[src/rtl/dps_pkg.sv]
package dps_pkg;
    // ************************************************
    // timing
    // ************************************************
    localparam int CLK_PERIOD_NS = 8;
    localparam int NV_WRITE_MS = 20;
    localparam int NS_PER_MS = 1000000;
    // longest time, rounds down
    localparam int NV_WRITE_CYC = (NV_WRITE_MS * NS_PER_MS) / CLK_PERIOD_NS;
    localparam int BUSY_CNT_W = 22;

    // ************************************************
    // protocol
    // ************************************************
    // identification byte: arbitrary value
    localparam logic [7:0] ID_DEFAULT = 8'hA0;
    localparam logic [3:0] OP_READ = 4'hB;
    localparam logic [3:0] OP_WRITE = 4'hC;
    localparam logic [2:0] BIT_LAST = 3'h7;
    localparam logic [2:0] BIT_FIRST = 3'h0;
    // synchroniser vector positions
    localparam int PIN_CS = 2;
    localparam int PIN_SCK = 1;
    localparam int PIN_SDI = 0;

    // ************************************************
    // register map
    // ************************************************
    localparam logic [3:0] ADDR_WIPER0 = 4'h0;
    localparam logic [3:0] ADDR_WIPER1 = 4'h1;
    localparam logic [3:0] ADDR_GP_FIRST = 4'h2;
    localparam logic [3:0] ADDR_GP_LAST = 4'h6;
    localparam logic [3:0] ADDR_WRAP = 4'h0;
    localparam logic [3:0] ADDR_ACCESS = 4'h8;
    localparam logic [3:0] ADDR_STEP = 4'h1;
    localparam int ACC_SEL_BIT = 7;
    localparam int ACC_SHUT_BIT = 6;
    localparam logic ACC_SEL_RST = 1'b0;
    localparam logic ACC_SHUT_RST = 1'b1;
    localparam logic [4:0] ACC_RSVD = 5'h0;
    localparam logic [7:0] WIPER_INIT = 8'h40;
    localparam logic [7:0] READ_ZERO = 8'h00;

    // ************************************************
    // buffer and states
    // ************************************************
    localparam logic [1:0] BUF_DEPTH = 2'h2;
    localparam logic [1:0] BUF_ONE = 2'h1;

    typedef enum logic [2:0] {
        ST_ID = 3'b000,
        ST_CMD = 3'b001,
        ST_READ = 3'b011,
        ST_WRITE = 3'b010,
        ST_SKIP = 3'b110
    } dps_state_e;
endpackage

[src/rtl/dps_spi_pot.sv]
`timescale 1ns/1ps
module dps_spi_pot #(
    parameter int unsigned NV_WRITE_CYCLES = dps_pkg::NV_WRITE_CYC,
    parameter logic [7:0] DEVICE_ID = dps_pkg::ID_DEFAULT
) (
    // clock and reset
    input wire logic core_clk,
    input wire logic reset_n,
    // spi pins
    input wire logic spi_cs_n,
    input wire logic spi_sck,
    input wire logic spi_sdi,
    output logic spi_sdo_o,
    output logic spi_sdo_oe,
    // potentiometer side
    output logic [6:0] wiper0_pos,
    output logic [6:0] wiper1_pos,
    output logic shutdown_control,
    output logic nv_write_busy
);
    // ************************************************
    // pin synchronisers and edges
    // ************************************************
    logic [2:0] pin_meta_q;
    logic [2:0] pin_sync_q;
    logic [2:0] pin_prev_q;

    always_ff @(posedge core_clk or negedge reset_n) begin
        if (!reset_n) begin
            pin_meta_q <= 3'h4;
            pin_sync_q <= 3'h4;
            pin_prev_q <= 3'h4;
        end else begin
            pin_meta_q <= {spi_cs_n, spi_sck, spi_sdi};
            pin_sync_q <= pin_meta_q;
            pin_prev_q <= pin_sync_q;
        end
    end

    wire cs_act = ~pin_sync_q[dps_pkg::PIN_CS];
    wire sdi_bit = pin_sync_q[dps_pkg::PIN_SDI];
    // sck edges only count while selected
    wire sck_rise = cs_act & pin_sync_q[dps_pkg::PIN_SCK]
        & ~pin_prev_q[dps_pkg::PIN_SCK];
    wire sck_fall = cs_act & ~pin_sync_q[dps_pkg::PIN_SCK]
        & pin_prev_q[dps_pkg::PIN_SCK];
    wire cs_rise = pin_sync_q[dps_pkg::PIN_CS] & ~pin_prev_q[dps_pkg::PIN_CS];

    // ************************************************
    // receive shifter and sequencing
    // ************************************************
    dps_pkg::dps_state_e state_q;
    dps_pkg::dps_state_e state_d;
    logic [7:0] rx_q;
    logic [2:0] bit_cnt_q;
    logic [3:0] addr_q;

    wire [7:0] rx_byte = {rx_q[6:0], sdi_bit};
    wire byte_done = sck_rise && (bit_cnt_q == dps_pkg::BIT_LAST);
    wire [3:0] op_field = rx_byte[7:4];
    wire [3:0] addr_field = rx_byte[3:0];
    wire cmd_done = byte_done && (state_q == dps_pkg::ST_CMD);
    wire go_read = cmd_done && (op_field == dps_pkg::OP_READ);
    wire go_write = cmd_done && (op_field == dps_pkg::OP_WRITE);
    wire id_ok = rx_byte == DEVICE_ID;

    always_comb begin
        state_d = state_q;
        case (state_q)
            dps_pkg::ST_ID: begin
                if (byte_done) begin
                    state_d = id_ok ? dps_pkg::ST_CMD
                        : dps_pkg::ST_SKIP;
                end
            end
            dps_pkg::ST_CMD: begin
                if (go_read) begin
                    state_d = dps_pkg::ST_READ;
                end else if (go_write) begin
                    state_d = dps_pkg::ST_WRITE;
                end else if (byte_done) begin
                    state_d = dps_pkg::ST_SKIP;
                end
            end
            dps_pkg::ST_READ: state_d = dps_pkg::ST_READ;
            dps_pkg::ST_WRITE: state_d = dps_pkg::ST_WRITE;
            dps_pkg::ST_SKIP: state_d = dps_pkg::ST_SKIP;
            default: state_d = dps_pkg::ST_ID;
        endcase
        if (cs_rise) begin
            state_d = dps_pkg::ST_ID;
        end
    end

    always_ff @(posedge core_clk or negedge reset_n) begin
        if (!reset_n) begin
            state_q <= dps_pkg::ST_ID;
            rx_q <= dps_pkg::READ_ZERO;
            bit_cnt_q <= dps_pkg::BIT_FIRST;
        end else begin
            state_q <= state_d;
            if (cs_rise) begin
                bit_cnt_q <= dps_pkg::BIT_FIRST;
            end else if (sck_rise) begin
                rx_q <= rx_byte;
                bit_cnt_q <= bit_cnt_q + 3'h1;
            end
        end
    end

    // ************************************************
    // register file
    // ************************************************
    logic [7:0] live_q [0:1];
    logic [7:0] pwr_q [0:1];
    logic [7:0] gp_q [2:6];
    logic dsel_q;
    logic shut_q;
    logic busy_q;
    logic nv_pend_q;
    logic [dps_pkg::BUSY_CNT_W-1:0] busy_cnt_q;

    wire is_wiper = (addr_q == dps_pkg::ADDR_WIPER0)
        || (addr_q == dps_pkg::ADDR_WIPER1);
    wire is_gp = (addr_q >= dps_pkg::ADDR_GP_FIRST)
        && (addr_q <= dps_pkg::ADDR_GP_LAST);
    wire is_acc = addr_q == dps_pkg::ADDR_ACCESS;
    wire [7:0] acc_rd = {dsel_q, shut_q, busy_q,
        dps_pkg::ACC_RSVD};
    // live or power-on copy by direct select; reads never alter live
    wire [7:0] wiper_rd = dsel_q ? live_q[addr_q[0]]
        : pwr_q[addr_q[0]];
    wire [7:0] rd_data = is_wiper ? wiper_rd
        : is_gp ? gp_q[addr_q[2:0]]
        : is_acc ? acc_rd : dps_pkg::READ_ZERO;
    // busy blocks every write, not only non-volatile ones
    wire wr_en = byte_done && (state_q == dps_pkg::ST_WRITE)
        && !busy_q;
    wire wr_nv = wr_en && ((is_wiper && !dsel_q) || is_gp);
    wire [3:0] addr_next = (addr_q >= dps_pkg::ADDR_GP_LAST)
        ? dps_pkg::ADDR_WRAP : addr_q + dps_pkg::ADDR_STEP;

    // power-up recall: reset loads both copies from the same value
    always_ff @(posedge core_clk or negedge reset_n) begin
        if (!reset_n) begin
            live_q <= '{dps_pkg::WIPER_INIT, dps_pkg::WIPER_INIT};
            pwr_q <= '{dps_pkg::WIPER_INIT, dps_pkg::WIPER_INIT};
        end else if (wr_en && is_wiper) begin
            live_q[addr_q[0]] <= rx_byte;
            if (!dsel_q) begin
                pwr_q[addr_q[0]] <= rx_byte;
            end
        end
    end

    always_ff @(posedge core_clk or negedge reset_n) begin
        if (!reset_n) begin
            gp_q <= '{default: dps_pkg::READ_ZERO};
            dsel_q <= dps_pkg::ACC_SEL_RST;
            shut_q <= dps_pkg::ACC_SHUT_RST;
        end else if (wr_en && is_gp) begin
            gp_q[addr_q[2:0]] <= rx_byte;
        end else if (wr_en && is_acc) begin
            dsel_q <= rx_byte[dps_pkg::ACC_SEL_BIT];
            shut_q <= rx_byte[dps_pkg::ACC_SHUT_BIT];
        end
    end

    // non-volatile cycle starts once chip select returns high
    always_ff @(posedge core_clk or negedge reset_n) begin
        if (!reset_n) begin
            nv_pend_q <= 1'b0;
            busy_q <= 1'b0;
            busy_cnt_q <= '0;
        end else begin
            if (cs_rise) begin
                nv_pend_q <= 1'b0;
            end else if (wr_nv) begin
                nv_pend_q <= 1'b1;
            end
            if (cs_rise && nv_pend_q) begin
                busy_q <= 1'b1;
                busy_cnt_q <= dps_pkg::BUSY_CNT_W'(NV_WRITE_CYCLES - 1);
            end else if (busy_q) begin
                busy_q <= busy_cnt_q != '0;
                busy_cnt_q <= busy_cnt_q - 1'b1;
            end
        end
    end

    // ************************************************
    // read fetch and two-entry buffer
    // ************************************************
    logic [7:0] buf_mem_q [0:1];
    logic buf_wr_q;
    logic buf_rd_q;
    logic [1:0] buf_cnt_q;

    wire buf_ready = buf_cnt_q != dps_pkg::BUF_DEPTH;
    wire buf_valid = buf_cnt_q != 2'h0;
    wire buf_push = (state_q == dps_pkg::ST_READ) && buf_ready
        && !cs_rise;
    wire tx_load = sck_fall && (state_q == dps_pkg::ST_READ)
        && (bit_cnt_q == dps_pkg::BIT_FIRST);
    wire buf_pop = tx_load && buf_valid;
    wire buf_flush = cs_rise || go_read;

    // pointer advances per fetched byte, stalls when buffer is full
    always_ff @(posedge core_clk or negedge reset_n) begin
        if (!reset_n) begin
            addr_q <= dps_pkg::ADDR_WRAP;
        end else if (cmd_done) begin
            addr_q <= addr_field;
        end else if (buf_push || wr_en) begin
            addr_q <= addr_next;
        end
    end

    always_ff @(posedge core_clk or negedge reset_n) begin
        if (!reset_n) begin
            buf_mem_q <= '{dps_pkg::READ_ZERO, dps_pkg::READ_ZERO};
            buf_wr_q <= 1'b0;
            buf_rd_q <= 1'b0;
            buf_cnt_q <= 2'h0;
        end else if (buf_flush) begin
            buf_wr_q <= 1'b0;
            buf_rd_q <= 1'b0;
            buf_cnt_q <= 2'h0;
        end else begin
            if (buf_push) begin
                buf_mem_q[buf_wr_q] <= rd_data;
                buf_wr_q <= ~buf_wr_q;
            end
            if (buf_pop) begin
                buf_rd_q <= ~buf_rd_q;
            end
            if (buf_push && !buf_pop) begin
                buf_cnt_q <= buf_cnt_q + dps_pkg::BUF_ONE;
            end else if (buf_pop && !buf_push) begin
                buf_cnt_q <= buf_cnt_q - dps_pkg::BUF_ONE;
            end
        end
    end

    // ************************************************
    // transmit shifter and open-drain sdo
    // ************************************************
    logic [7:0] tx_q;
    logic tx_live_q;
    logic sdo_oe_q;

    always_ff @(posedge core_clk or negedge reset_n) begin
        if (!reset_n) begin
            tx_q <= dps_pkg::READ_ZERO;
            tx_live_q <= 1'b0;
            sdo_oe_q <= 1'b0;
        end else begin
            if (cs_rise) begin
                tx_live_q <= 1'b0;
            end else if (buf_pop) begin
                tx_q <= buf_mem_q[buf_rd_q];
                tx_live_q <= 1'b1;
            end else if (sck_fall) begin
                tx_q <= {tx_q[6:0], 1'b1};
            end
            // pull low only for a zero bit while selected in a read
            sdo_oe_q <= cs_act && tx_live_q && !cs_rise
                && (state_q == dps_pkg::ST_READ)
                && !tx_q[7];
        end
    end

    assign spi_sdo_o = 1'b0;
    assign spi_sdo_oe = sdo_oe_q;
    assign wiper0_pos = live_q[0][6:0];
    assign wiper1_pos = live_q[1][6:0];
    assign shutdown_control = shut_q;
    assign nv_write_busy = busy_q;
endmodule

[config.mk]
export PLATFORM = sky130hd
export DESIGN_NAME = dps_spi_pot
export DESIGN_NICKNAME = d
export VERILOG_FILES = /design/src/rtl/dps_pkg.sv /design/src/rtl/dps_spi_pot.sv
export SDC_FILE = /design/constraint.sdc
export NUM_CORES = 1
export LEC_CHECK = 0
export ABC_AREA = 1
export BUFFER_PORTS_ARGS = -buffer_cell sky130_fd_sc_hd__buf_4
export CAP_MARGIN = 15
export CORE_ASPECT_RATIO = 1.25
export CORE_MARGIN = 4
export CORE_UTILIZATION = 60
export CTS_CLUSTER_SIZE = 16
export DETAILED_ROUTE_END_ITERATION = 6
export HOLD_SLACK_MARGIN = 0.02
export MAX_ROUTING_LAYER = met4
export PLACE_DENSITY = 0.78
export SLEW_MARGIN = 20
export SYNTH_ARGS = -nofsm -noshare
export SYNTH_HDL_FRONTEND = slang
export SYNTH_SLANG_ARGS = --single-unit
export TNS_END_PERCENT = 5
[constraint.sdc]
create_clock -name core_clk -period 3.2 [get_ports core_clk]
set_input_delay 0.64 -clock core_clk [delete_from_list [all_inputs] [get_ports core_clk]]
set_output_delay 0.64 -clock core_clk [all_outputs]
set_load 0.02 [all_outputs]
==> After elaboration in Yosys (flattened, before gate mapping) <==
Index checks and enable logic that the tools add are counted.
Widths: inputs -> output; s select.
{ "totals": {"inputBits": 5, "word_cells": 188, "regBits": 154} }
{ "op_classes": {"order_cmp": 10, "eq_ne": 13, "bitwise": 19, "n_mux": 55, "addsub": 5, "reduce_logical": 57} }
{ "ops": {"columns": ["op", "n"], "rows": [
  ["$mux 8", 20],
  ["$bwmux 16", 3],
  ["$mux 22", 2],
  ["$bwmux 40", 1],
  ["$logic_and 1x1->1", 27],
  ["$bmux 8 s3", 1],
  ["$demux 8 s3", 1],
  ["$mux 3", 8],
  ["$reduce_bool 22->1", 1],
  ["$sub 22x1->22 const B", 1],
  ["$reduce_bool 2->1", 9],
  ["$demux 8 s1", 2],
  ["$pmux 3 s5", 1],
  ["$eq 4x4->1 const B", 3],
  ["$mux 4", 3],
  ["$reduce_and 2->1", 6],
  ["$mux 1", 10],
  ["$not 1->1", 10],
  ["$eq 8x8->1 const B", 1],
  ["$eq 3x2->1 const B", 2],
  ["$eq 3x3->1 const B", 2],
  ["$ge 2x2->1 const B", 3],
  ["$logic_not 1->1", 6],
  ["$logic_not 3->1", 2],
  ["22 further kinds", 34]
]} }

==> Logic depth before layout (Yosys ltp) <==
Gate-level depths: netlist of run 1.
{ "logic_depth": {"ltp_word": 10, "ltp_mapped": 13, "depth_no_buf": 10} }

==> Worst setup path before layout of run 1 <==
Ideal clock, no wire load.
{ "synth_timing": {"kind": "register to register", "startpoint": "register addr_q[0]", "endpoint": "register live_q[15] (netlist name)", "arrival_ps": 2182, "path_buffers": 4, "setup_time_ps": 74, "required_ps": 3126, "path_slack_ps": 944, "path_stages_with_launch": 14, "path_cell_list": "dfrtp_1 buf_2 inv_2 buf_2 buf_2 ha_1 o21ai_1 inv_1 nand2_4 nor2_8 inv_2 buf_6 nand2_1 o21ai_2"} }
{ "synth_between": {"elab_chain_cells": 6, "elab_cells_between_ends": 11, "classes_between": "2 x order compare; 1 x eq/ne; 3 x mux; 1 x bitwise; 4 x reduce/logical"} }
{ "synth_lines": {"columns": ["element", "line_no", "source"], "rows": [
  ["from (decl)", "dps_spi_pot.sv:56", "logic [3:0] addr_q;"],
  ["from (signal assigned)", "dps_spi_pot.sv:211", "addr_q <= dps_pkg::ADDR_WRAP;"],
  ["from (signal assigned)", "dps_spi_pot.sv:213", "addr_q <= addr_field;"],
  ["from (signal assigned)", "dps_spi_pot.sv:215", "addr_q <= addr_next;"],
  ["$not 1->2 (implied by the code)", "dps_spi_pot.sv:149", "live_q[addr_q[0]] <= rx_byte;"],
  ["$ge 2x2->1 (implied by the code) or $lt 2x1->1 (tied branches)", "dps_spi_pot.sv:149", null],
  ["$logic_and 1x1->1 (implied by the code)", "dps_spi_pot.sv:149", null],
  ["$mux 8 (implied by the code)", "dps_spi_pot.sv:149", null],
  ["$demux 8 s1", "dps_spi_pot.sv:149", null],
  ["$bwmux 16", "dps_spi_pot.sv:149", null],
  ["to (signal assigned)", "dps_spi_pot.sv:146", "live_q <= '{dps_pkg::WIPER_INIT, dps_pkg::WIPER_INIT};"],
  ["to (signal, indexed assignment)", "dps_spi_pot.sv:149", null],
  ["to (decl)", "dps_spi_pot.sv:114", "logic [7:0] live_q [0:1];"]
]} }
Several ways; a longest one is shown, not always the timed one.
A chain may end at the register's enable or synchronous reset.

==> Worst setup path in the final report of run 1 <==
{ "layout_timing": {"startpoint": "register addr_q[1]", "endpoint": "register live_q (netlist bit wiper1_pos[3])"} }
{ "layout_between": {"elab_chain_cells": 3, "elab_cells_between_ends": 4, "classes_between": "1 x eq/ne; 3 x reduce/logical"} }
{ "layout_lines": {"columns": ["element", "line_no", "source"], "rows": [
  ["$eq 4x1->1 or $logic_not 4->1 (tied branches)", "dps_spi_pot.sv:124, dps_spi_pot.sv:123", null],
  ["$logic_or 1x1->1 *", "dps_spi_pot.sv:124", "|| (addr_q == dps_pkg::ADDR_WIPER1);"],
  ["$logic_and 1x1->1 *", "dps_spi_pot.sv:148", "end else if (wr_en && is_wiper) begin"]
]} }
Every way passes the cells marked *; elsewhere a longest branch is shown, timed or not.

==> results of run 1 <==
-- per-layer routing --
layer	up-vias	share of wire	GRT usage
li1	3129	-	-
met1	3068	0.42	0.3383
met2	188	0.50	0.4460
met3	56	0.039	0.04574
met4	0	0.044	0.1453
met5	-	0	-
-- cells in the final DEF (no fill, tap or decap), types with 3 or more instances in the layout --
| cell | count |
|---|---|
| or2_2 | 3 |
| nand4_1 | 7 |
| clkbuf_16 | 17 |
| nor2_1 | 108 |
| ha_1 | 7 |
| o21ai_2 | 16 |
| buf_4 | 26 |
| nand4_2 | 4 |
| a21oi_1 | 16 |
| nor2_2 | 4 |
| inv_1 | 76 |
| nand3_2 | 3 |
| inv_2 | 7 |
| nor2_8 | 3 |
| clkinv_2 | 5 |
| nand3_1 | 69 |
| o22ai_1 | 9 |
| clkbuf_8 | 4 |
| dfrtp_1 | 145 |
| nor3_1 | 9 |
| o21ai_1 | 16 |
| nand2_1 | 311 |
| bufinv_16 | 3 |
| dfstp_2 | 8 |
| o21ai_0 | 89 |
| o211ai_1 | 8 |
-- kinds of logic after synthesis --
kind of cell    Yosys count  synth area share
simple gates            527            0.2936
buf+inv                 129           0.07484
other cells               1         0.0004919
compound gates          156            0.1149
flops                   153            0.5035
xor+xnor                  1          0.001149
fa+ha+maj                 7           0.01149
-- sequential cells by signal, indices dropped and copies added (netlist names), 2 cells and up --
| signal | cells |
|---|---|
| pin_meta_q | 3 |
| rx_q | 7 |
| pwr_q | 16 |
| buf_cnt_q | 2 |
| pin_sync_q | 3 |
| addr_q | 4 |
| pin_prev_q | 2 |
| wiper0_pos | 7 |
| state_q | 3 |
| wiper1_pos | 7 |
| buf_mem_q | 16 |
| gp_q | 40 |
| tx_q | 8 |
| bit_cnt_q | 3 |
| live_q | 2 |
| busy_cnt_q | 22 |
-- worst max-delay path by stage --
stage | start | to | slack, ns | cells past startpoint
floorplan | addr_q[0] | live_q[15] | 0.94 | 13
global placement | addr_q[1] | wiper1_pos[4] | 0.97 | 9
detailed placement | addr_q[1] | wiper0_pos[2] | 0.84 | 9
CTS | addr_q[1] | wiper1_pos[6] | 0.82 | 9
global route | addr_q[1] | wiper1_pos[3] | 0.48 | 9
finish | addr_q[1] | wiper1_pos[3] | 0.79 | 9
-- cells in the mapped netlist, drive strengths merged --
| master | n |
|---|---|
| a21oi | 16 |
| a31oi | 1 |
| buf | 28 |
| clkbuf | 17 |
| clkinv | 1 |
| conb | 1 |
| dfrtp | 145 |
| dfstp | 8 |
| ha | 7 |
| inv | 83 |
| nand2 | 312 |
| nand3 | 72 |
| nand3b | 2 |
| nand4 | 11 |
| nor2 | 115 |
| nor3 | 9 |
| nor3b | 2 |
| nor4 | 1 |
| o211ai | 8 |
| o21ai | 121 |
| o21bai | 1 |
| o22ai | 9 |
| or2 | 3 |
| xor2 | 1 |
-- through the flow --
step | hold slack [ns] | worst slack, ns | utilization | instances
2_1_floorplan | 0.3312 | 0.9443 | - | 974
3_3_place_gp | 0.3343 | 0.9749 | 0.6355 | 1121
3_5_place_dp | 0.3426 | 0.8371 | 0.6355 | 1121
4_1_cts | 0.1945 | 0.8168 | 0.6860 | 1153
5_1_grt | 0.2258 | 0.4833 | 0.6860 | 1153
6_report | 0.1684 | 0.7854 | 0.6860 | 1153
-- worst max-delay path: cells and delay by family (launching register included) --
family,cells,cell delay (ns)
buffers and inverters,3,0.77
DFF,1,0.50
and+or+nand+nor,3,0.42
AOI/OAI and AO/OA,2,0.42
adders and majority gates,1,0.22
-- final cells by class --
type | instances | area (sq um)
clock buffers | 21 | 480.5
inverters | 84 | 315.3
flip-flops and latches | 153 | 3839
clock inverters | 11 | 140.1
fillers | 1068 | 3854
multi-input cells | 692 | 3214
repair buffers | 28 | 226.5
well taps | 164 | 205.2
-- power groups by stage --
stage,Combinational [mW],Sequential [mW],Clock (mW)
final,0.287,2.07,2.10
after global routing,0.325,2.07,2.21
after CTS,0.293,2.07,2.13
after detailed placement,0.288,2.10,0
after global placement,0.284,2.10,0
after floorplan,0.175,2.07,0
==> impl_metrics.ini, run 1 <==
[run_status]
run_status = finished, final reports clean

[routing]
wl_per_cell_microns = 15.81
ant_nets = 0
drt_iter0_markers = 436
dr.pass1.iters = 6
num_vias = 6441
post_drt_via_cell_ratio = 5.586
drc_errors = 0
drt_wl_total_microns = 18230

[global_routing]
grt_pass1_vias = 6184
grt_pass1_wl_microns = 30500
antenna_found_initial = 0
grt_use_total = 0.2785
grt_max_degree = 66
grt_overflow = 0

[clock_tree]
clock_sinks = 153
clk_pin_slew_ns = 0.06
cts-root-buf = clkbuf_16
clock_latency_ns = 0.43
post_cts_resized = 0
post_cts_buffers = 0
clk_path_buf_depth = 2
h-tree-depth = 4
tritoncts = built
cts_hold_buf = 0
numCtsBuffers = 17

[die]
num_io_pins = 23
placementRows = 45
die_x_microns = 108.8
die_y_microns = 134.0
start_util = 0.6211
fp.dieArea_sq_um = 14580
core_sq_um = 12270

[power]
switching_share = 0.2443
power_density_nw_per_um2 = 529.4
p_sw_mw = 1.089
clkPwrFrac = 0.472
combPwrFrac = 0.064
seqPwrFrac = 0.464
intPower_mw = 3.368
power.leakage_nw = 4.241
power_mw = 4.457
peakVddDrop_v = 0.0004156

[layout]
area_growth_pct = 10.45
final_cell_area_sq_um = 8421
fin_nets = 988
diodes = 0
drive_gt1_frac = 0.1102

[critical_path]
r2r_slack_ns = 0.79
cp_max_fo = 16
crit_required_ns = 3.55
crit_path_cell_trace = inv_1 > ha_1 > o21ai_1 > inv_1 > nand2_4 > nor2_8 > inv_2 > nand2_1 > o21ai_2
r2r-start = addr_q[1]
cp_data_arrival_time_ns = 2.77
crit_path_frequent_cell = inv_1
cp-end-kind = flip-flop
path_class = flip-flop to flip-flop
critPathSlowestCell = dfrtp_1
slowest_delay_ns = 0.50
ff2ff_path_depth = 9
critPathLaunchType = flip-flop
r2r_end = wiper1_pos[3]

[synthesis]
synth_area_leader_cell = dfrtp_1
syn_area_sq_um = 7624
synth_area_leaders = dfrtp_1 (48%), nand2_1 (15%), o21ai_0 (5.8%), nor2_1 (5.3%), nand3_1 (4.5%)
avgSynthCellArea_sq_um = 7.827
netlist.area_leader.share = 0.4760
synth_cell_types = 35
ys_seq_area_frac = 0.5035
ys_ff_latch = 153
syn-instance-count = 974
yosysWarnings = 0
syn_nets = 986

[sta]
fmax_ghz = 0.4141
tightest_slew_ns = 0.7013
fin_crit_sh = 0.7546
fin_skew_ns = 0.009376
hold_viol = 0
setup-violations-final = 0
maxSlewViolCount = 0
slew_headroom = 0.5320
rsz0062_at_grt = no
timing.setup.tns_ns = 0
period_minus_slack_ns = 2.415

[placement]
io_buffers = 21
hpwlAfterDp_microns = 12450
gp_congestion = 0.9250
placed_cell_area_sq_um = 7800

[hold_path]
hp-class = input port to async pin

[flow_run]
maxCapViolations = 0
(Power assumes the default switching activity.)
==> inputs of run 2 (changes only) <==
--- a/config.mk
+++ b/config.mk
@@ -5,7 +5,7 @@
 export SDC_FILE = /design/constraint.sdc
 export NUM_CORES = 1
 export LEC_CHECK = 0
-export ABC_AREA = 1
+export ABC_AREA = 0
 export BUFFER_PORTS_ARGS = -buffer_cell sky130_fd_sc_hd__buf_4
 export CAP_MARGIN = 15
 export CORE_ASPECT_RATIO = 1.25
==> constraint.sdc (replaced) <==
create_clock -name core_clk -period 2.4 [get_ports core_clk]
set_input_delay 0.48 -clock core_clk [delete_from_list [all_inputs] [get_ports core_clk]]
set_output_delay 0.48 -clock core_clk [all_outputs]
set_load 0.02 [all_outputs]
==> run 2 against run 1 <==
Effect of this change:
- sequential power is 35% higher
- first-iteration DRC count is 31% lower
- synthesized cell count is 35% lower
- combinational power is 95% higher
- largest power group is now sequential cells
- worst hold slack worse by 0.15 ns
==> impl_metrics.ini, run 2 <==
[layout]
drive_gt1_frac = 0.3057
area_growth_pct = 13.11
top_regs = gp_q: 40 flops, busy_cnt_q: 22 flops
largest_reg_flops = 40
top_register = gp_q
fin_nets = 663
mostFrequentLayoutCell = dfrtp_1
diodes = 0
final_util = 0.6931
final_cell_mix = dfrtp_1 (144), mux2_2 (84), nand2_1 (53), buf_4 (53), o21ai_0 (28)

[run_status]
run_status = finished, final reports clean

[flow_run]
maxCapViolations = 0

[clock_tree]
numCtsBuffers = 17
h-tree-depth = 4
post_cts_resized = 0
post_cts_buffers = 0
cts_hold_buf = 0
cts-root-buf = clkbuf_16
clock_sinks = 153
clk_path_buf_depth = 2
clock_latency_ns = 0.42
tritoncts = built
clk_pin_slew_ns = 0.06

[placement]
gp_congestion = 0.9902
io_buffers = 21
hpwlAfterDp_microns = 10980

[die]
core_sq_um = 12110
start_util = 0.6128
num_io_pins = 23
placementRows = 45
fp.dieArea_sq_um = 14220
die_y_microns = 132.3
die_x_microns = 107.5

[global_routing]
grt_overflow = 0
grt_use_total = 0.2550
antenna_found_initial = 0
grt_max_degree = 59
grt_pass1_wl_microns = 27480
grt_pass1_vias = 5233

[sta]
timing.setup.tns_ns = 0
slew_headroom = 0.4133
fin_crit_sh = 0.9427
rsz0062_at_grt = no
maxSlewViolCount = 0
setup-violations-final = 0
fin_skew_ns = 0.007187
hold_viol = 0
fmax_ghz = 0.4420
period_minus_slack_ns = 2.262
tightest_slew_ns = 0.8773

[synthesis]
synth_area_leaders = dfrtp_1 (49%), mux2_2 (13%), mux2i_1 (3.4%), dfstp_2 (2.8%), nand2_1 (2.7%)
synth_commonest_cells = dfrtp_1 (145), mux2_2 (84), nand2_1 (53), o21ai_0 (28), clkbuf_1 (27)
syn_area_sq_um = 7418
async_reset_ff_frac = 1.000
synthFlopType = dfrtp_1
syn_nets = 641
ys_ff_latch = 153
ys_seq_area_frac = 0.5175
synth_area_leader_cell = dfrtp_1
netlist.area_leader.share = 0.4891
synth-edff-count = 0
yosysWarnings = 0
synth_cell_types = 66
syn-instance-count = 629
synth_most_common_cell = dfrtp_1
avgSynthCellArea_sq_um = 11.79

[routing]
post_drt_via_cell_ratio = 6.069
drt_wl_total_microns = 16070
num_vias = 5025
drc_errors = 0
wl_per_cell_microns = 19.41
ant_nets = 0
dr.pass1.iters = 5
drt_iter0_markers = 301

[critical_path]
path_class = flip-flop to flip-flop
cp_top_family = simple AND/OR/NAND/NOR gates
slowest_delay_ns = 0.67
cp_data_arrival_time_ns = 2.62
crit_required_ns = 2.76
critPathSlowestCell = or4_1
crit_path_cell_trace = or4_4 > or4_1 > or4_1 > nand3_1
cp.depth = 4
cp-end-kind = flip-flop
cp_max_fo = 9
critPathLaunchType = flip-flop
ff2ff_path_depth = 4
path_buf_inv = 0
crit_path_frequent_cell = or4_1

[hold_path]
hp-class = input port to async pin

[power]
peakVddDrop_v = 0.0005932
power_density_nw_per_um2 = 711.7
power.leakage_nw = 3.809
[run 2: changes by cell type after synthesis, moves of 11 or more]
cell	before	now
nand2_1	311	53
mux2_2	0	84
nor2_1	108	25
inv_1	76	9
nand3_1	69	8
o21ai_0	89	28
mux2i_1	0	25
o21ai_2	16	0
o21ai_1	16	1
o221ai_1	0	13
o31ai_1	0	11
[run 2: final timing paths]
path                       slack, ns           from             end
setup / recovery                0.14  busy_cnt_q[6]  busy_cnt_q[18]
hold / removal                  0.02        reset_n  busy_cnt_q[10]
setup reg to reg                0.14  busy_cnt_q[6]  busy_cnt_q[18]
hold reg to reg                 0.35  pin_meta_q[1]   pin_sync_q[1]
max in group asynchronous       1.65        reset_n   pin_meta_q[2]
min in group core_clk           0.16        spi_sck   pin_meta_q[1]
[run 2: stage by stage]
step | cells | total power, mW | area, sq um | hold WS, ns | worst slack, ns
after floorplan | 629 | 3.134 | 7422 | 0.1844 | 0.05434
final | 828 | 5.972 | 8391 | 0.01709 | 0.1376
after global routing | 828 | 6.201 | 8391 | 0.05416 | 0.006411
after detailed placement | 796 | 3.402 | 7811 | 0.3396 | 0.1649
after global placement | 796 | 3.374 | 7811 | 0.3385 | 0.1999
after CTS | 828 | 6.009 | 8391 | 0.03155 | 0.1568
[run 2: per-layer routing]
metal | vias to the layer above | share of wire | track usage
met2 | 107 | 0.52 | 0.4050
met1 | 2566 | 0.43 | 0.3289
met4 | 0 | 0.017 | 0.08912
met5 | - | 0 | -
li1 | 2329 | - | -
met3 | 23 | 0.034 | 0.04949
[run 2: kinds of logic (layout without fill, tap and decap cells)]
logic type	after synthesis	in the layout	synth area share
xor+xnor	13	13	0.01535
fa+ha+maj	7	7	0.01181
mux	119	119	0.1886
other cells	1	1	0.0005055
simple gates	176	176	0.1378
compound gates	97	97	0.08669
flops	153	153	0.5175
buf+inv	63	98	0.04183
[run 2: report_power, final]
| group | switching [mW] | total (mW) | internal, mW | leakage, nW |
|---|---|---|---|---|
| Clock | 1.03 | 2.61 | 1.58 | 0.287 |
| Sequential | 0.116 | 2.80 | 2.68 | 2.07 |
| Combinational | 0.350 | 0.561 | 0.211 | 1.45 |
| Total | 1.50 | 5.97 | 4.48 | 3.81 |
[run 2: layout make-up]
type	instances	area, sq um
clock buffer	21	460.4
clock inverter	11	118.9
fill	880	3715
inverter	10	37.54
multi-input combinational	413	3279
sequential	153	3840
tap	164	205.2
timing repair buffer	56	449.2
==> inputs of run 3 (changes only) <==
--- a/config.mk
+++ b/config.mk
@@ -6,14 +6,14 @@
 export NUM_CORES = 1
 export LEC_CHECK = 0
 export ABC_AREA = 0
+export ABC_CLOCK_PERIOD_IN_PS = 2400
 export BUFFER_PORTS_ARGS = -buffer_cell sky130_fd_sc_hd__buf_4
 export CAP_MARGIN = 15
 export CORE_ASPECT_RATIO = 1.25
-export CORE_MARGIN = 4
 export CORE_UTILIZATION = 60
 export CTS_CLUSTER_SIZE = 16
 export DETAILED_ROUTE_END_ITERATION = 6
-export HOLD_SLACK_MARGIN = 0.02
+export HOLD_SLACK_MARGIN = 0.1
 export MAX_ROUTING_LAYER = met4
 export PLACE_DENSITY = 0.78
 export SLEW_MARGIN = 20
==> run 3 against run 2 <==
Effect of this change:
- total power is 3.2% higher
- combinational power is 24% lower
- first-iteration DRC count is 14% higher
- highest routed layer unchanged
==> impl_metrics.ini, run 3 (synthesis results as in run 2) <==
[run_status]
run_status = finished, final reports clean

[die]
start_util = 0.6128
num_io_pins = 23
die_x_microns = 101.5
placementRows = 45
fp.dieArea_sq_um = 12820
core_sq_um = 12110
die_y_microns = 126.3

[layout]
mostFrequentLayoutCell = dfrtp_1
area_growth_pct = 13.66
top_regs = gp_q: 40 flops, busy_cnt_q: 22 flops
top_register = gp_q
fin_nets = 660
final_util = 0.6965
largest_reg_flops = 40
drive_gt1_frac = 0.3071
diodes = 0
final_cell_mix = dfrtp_1 (144), mux2_2 (84), nand2_1 (53)

[clock_tree]
numCtsBuffers = 17
cts-root-buf = clkbuf_16
tritoncts = built
clock_sinks = 153
cts_hold_buf = 0
clk_pin_slew_ns = 0.06
h-tree-depth = 4
clk_path_buf_depth = 2
post_cts_buffers = 0
clock_latency_ns = 0.42

[routing]
post_drt_via_cell_ratio = 6.176
drc_errors = 0
num_vias = 5095
dr.pass1.iters = 5
drt_wl_total_microns = 16250
ant_nets = 0
drt_iter0_markers = 343
wl_per_cell_microns = 19.69

[global_routing]
busiest_layer = met2
grt_pass1_wl_microns = 27010
grt_overflow = 0
grt_pass1_vias = 5175
met2_usage = 0.4622
grt_use_met3 = 0.05179
grt_use_total = 0.2874
grt_use_met1 = 0.3673
grt_max_degree = 74
antenna_found_initial = 0

[sta]
rsz0062_at_grt = no
slew_headroom = 0.3691
tightest_slew_ns = 0.9434
fin_crit_sh = 0.9526
timing.setup.tns_ns = 0
fin_skew_ns = 0.009370
fmax_ghz = 0.4374
period_minus_slack_ns = 2.286
maxSlewViolCount = 0
holdWs_ns = 0.09782
setup-violations-final = 0
hold_viol = 0

[critical_path]
r2r_slack_ns = 0.11
cp-end-kind = flip-flop
crit_path_frequent_cell = or4_1
slowest_delay_ns = 0.68
r2r-start = busy_cnt_q[6]
critPathLaunchType = flip-flop
path_buf_inv = 0
critPathSlowestCell = or4_1
cp_max_fo = 9
r2r_end = busy_cnt_q[18]
crit_path_cell_trace = or4_4 > or4_1 > or4_1 > nand3_1
crit_required_ns = 2.75
cp_data_arrival_time_ns = 2.63
ff2ff_path_depth = 4
path_class = flip-flop to flip-flop
cp_top_family = simple AND/OR/NAND/NOR gates

[power]
peakVddDrop_v = 0.0005244
power_mw = 6.165
power_density_nw_per_um2 = 731.1
power.leakage_nw = 3.815

[flow_run]
maxCapViolations = 0

[hold_path]
hp-class = input port to async pin

[placement]
gp_congestion = 0.9276
hpwlAfterDp_microns = 10720
io_buffers = 21
## run 3: worst max path at each step
stage	start	endpoint	slack, ns	cells after the start
floorplan	addr_q[1]	pwr_q[11]	0.05	7
global placement	bit_cnt_q[0]	pwr_q[10]	0.17	6
detailed placement	bit_cnt_q[1]	pwr_q[9]	0.08	6
CTS	bit_cnt_q[1]	pwr_q[10]	0.06	6
global route	bit_cnt_q[0]	pwr_q[9]	0.03	6
finish	busy_cnt_q[6]	busy_cnt_q[18]	0.11	4
## run 3: layer usage
metal | share of wire | vias to the layer above
li1 | - | 2323
met1 | 0.42 | 2586
met2 | 0.51 | 147
met3 | 0.043 | 39
met4 | 0.023 | 0
met5 | 0 | -
## run 3: per-stage QoR
step | std cells | cell area [sq um] | setup WS [ns]
6_report | 825 | 8432 | 0.1138
5_1_grt | 825 | 8432 | 0.03116
4_1_cts | 825 | 8426 | 0.05766
3_5_place_dp | 793 | 7801 | 0.07853
3_3_place_gp | 793 | 7801 | 0.1655
2_1_floorplan | 629 | 7422 | 0.05434
## run 3: what timing repair did
| item | in CTS | in global routing |
|---|---|---|
| endpoints found under the setup margin | 0 | 32 |
| hold endpoints to repair | 0 | 0 |
| gates resized for setup | 0 | 1 |
## run 3: cell type report
class	count	area, sq um
flip-flops and latches	153	3840
clock inverters	15	198.9
multi-input cells	413	3286
well taps	164	205.2
fillers	827	3674
repair buffers	53	439.2
clock buffers	17	425.4
inverters	10	37.54
## run 3: power by group
group | total (mW) | switching, mW | internal, mW
clock | 2.83 | 1.08 | 1.74
sequential | 2.91 | 0.229 | 2.68
combinational | 0.428 | 0.249 | 0.179
total | 6.16 | 1.56 | 4.60
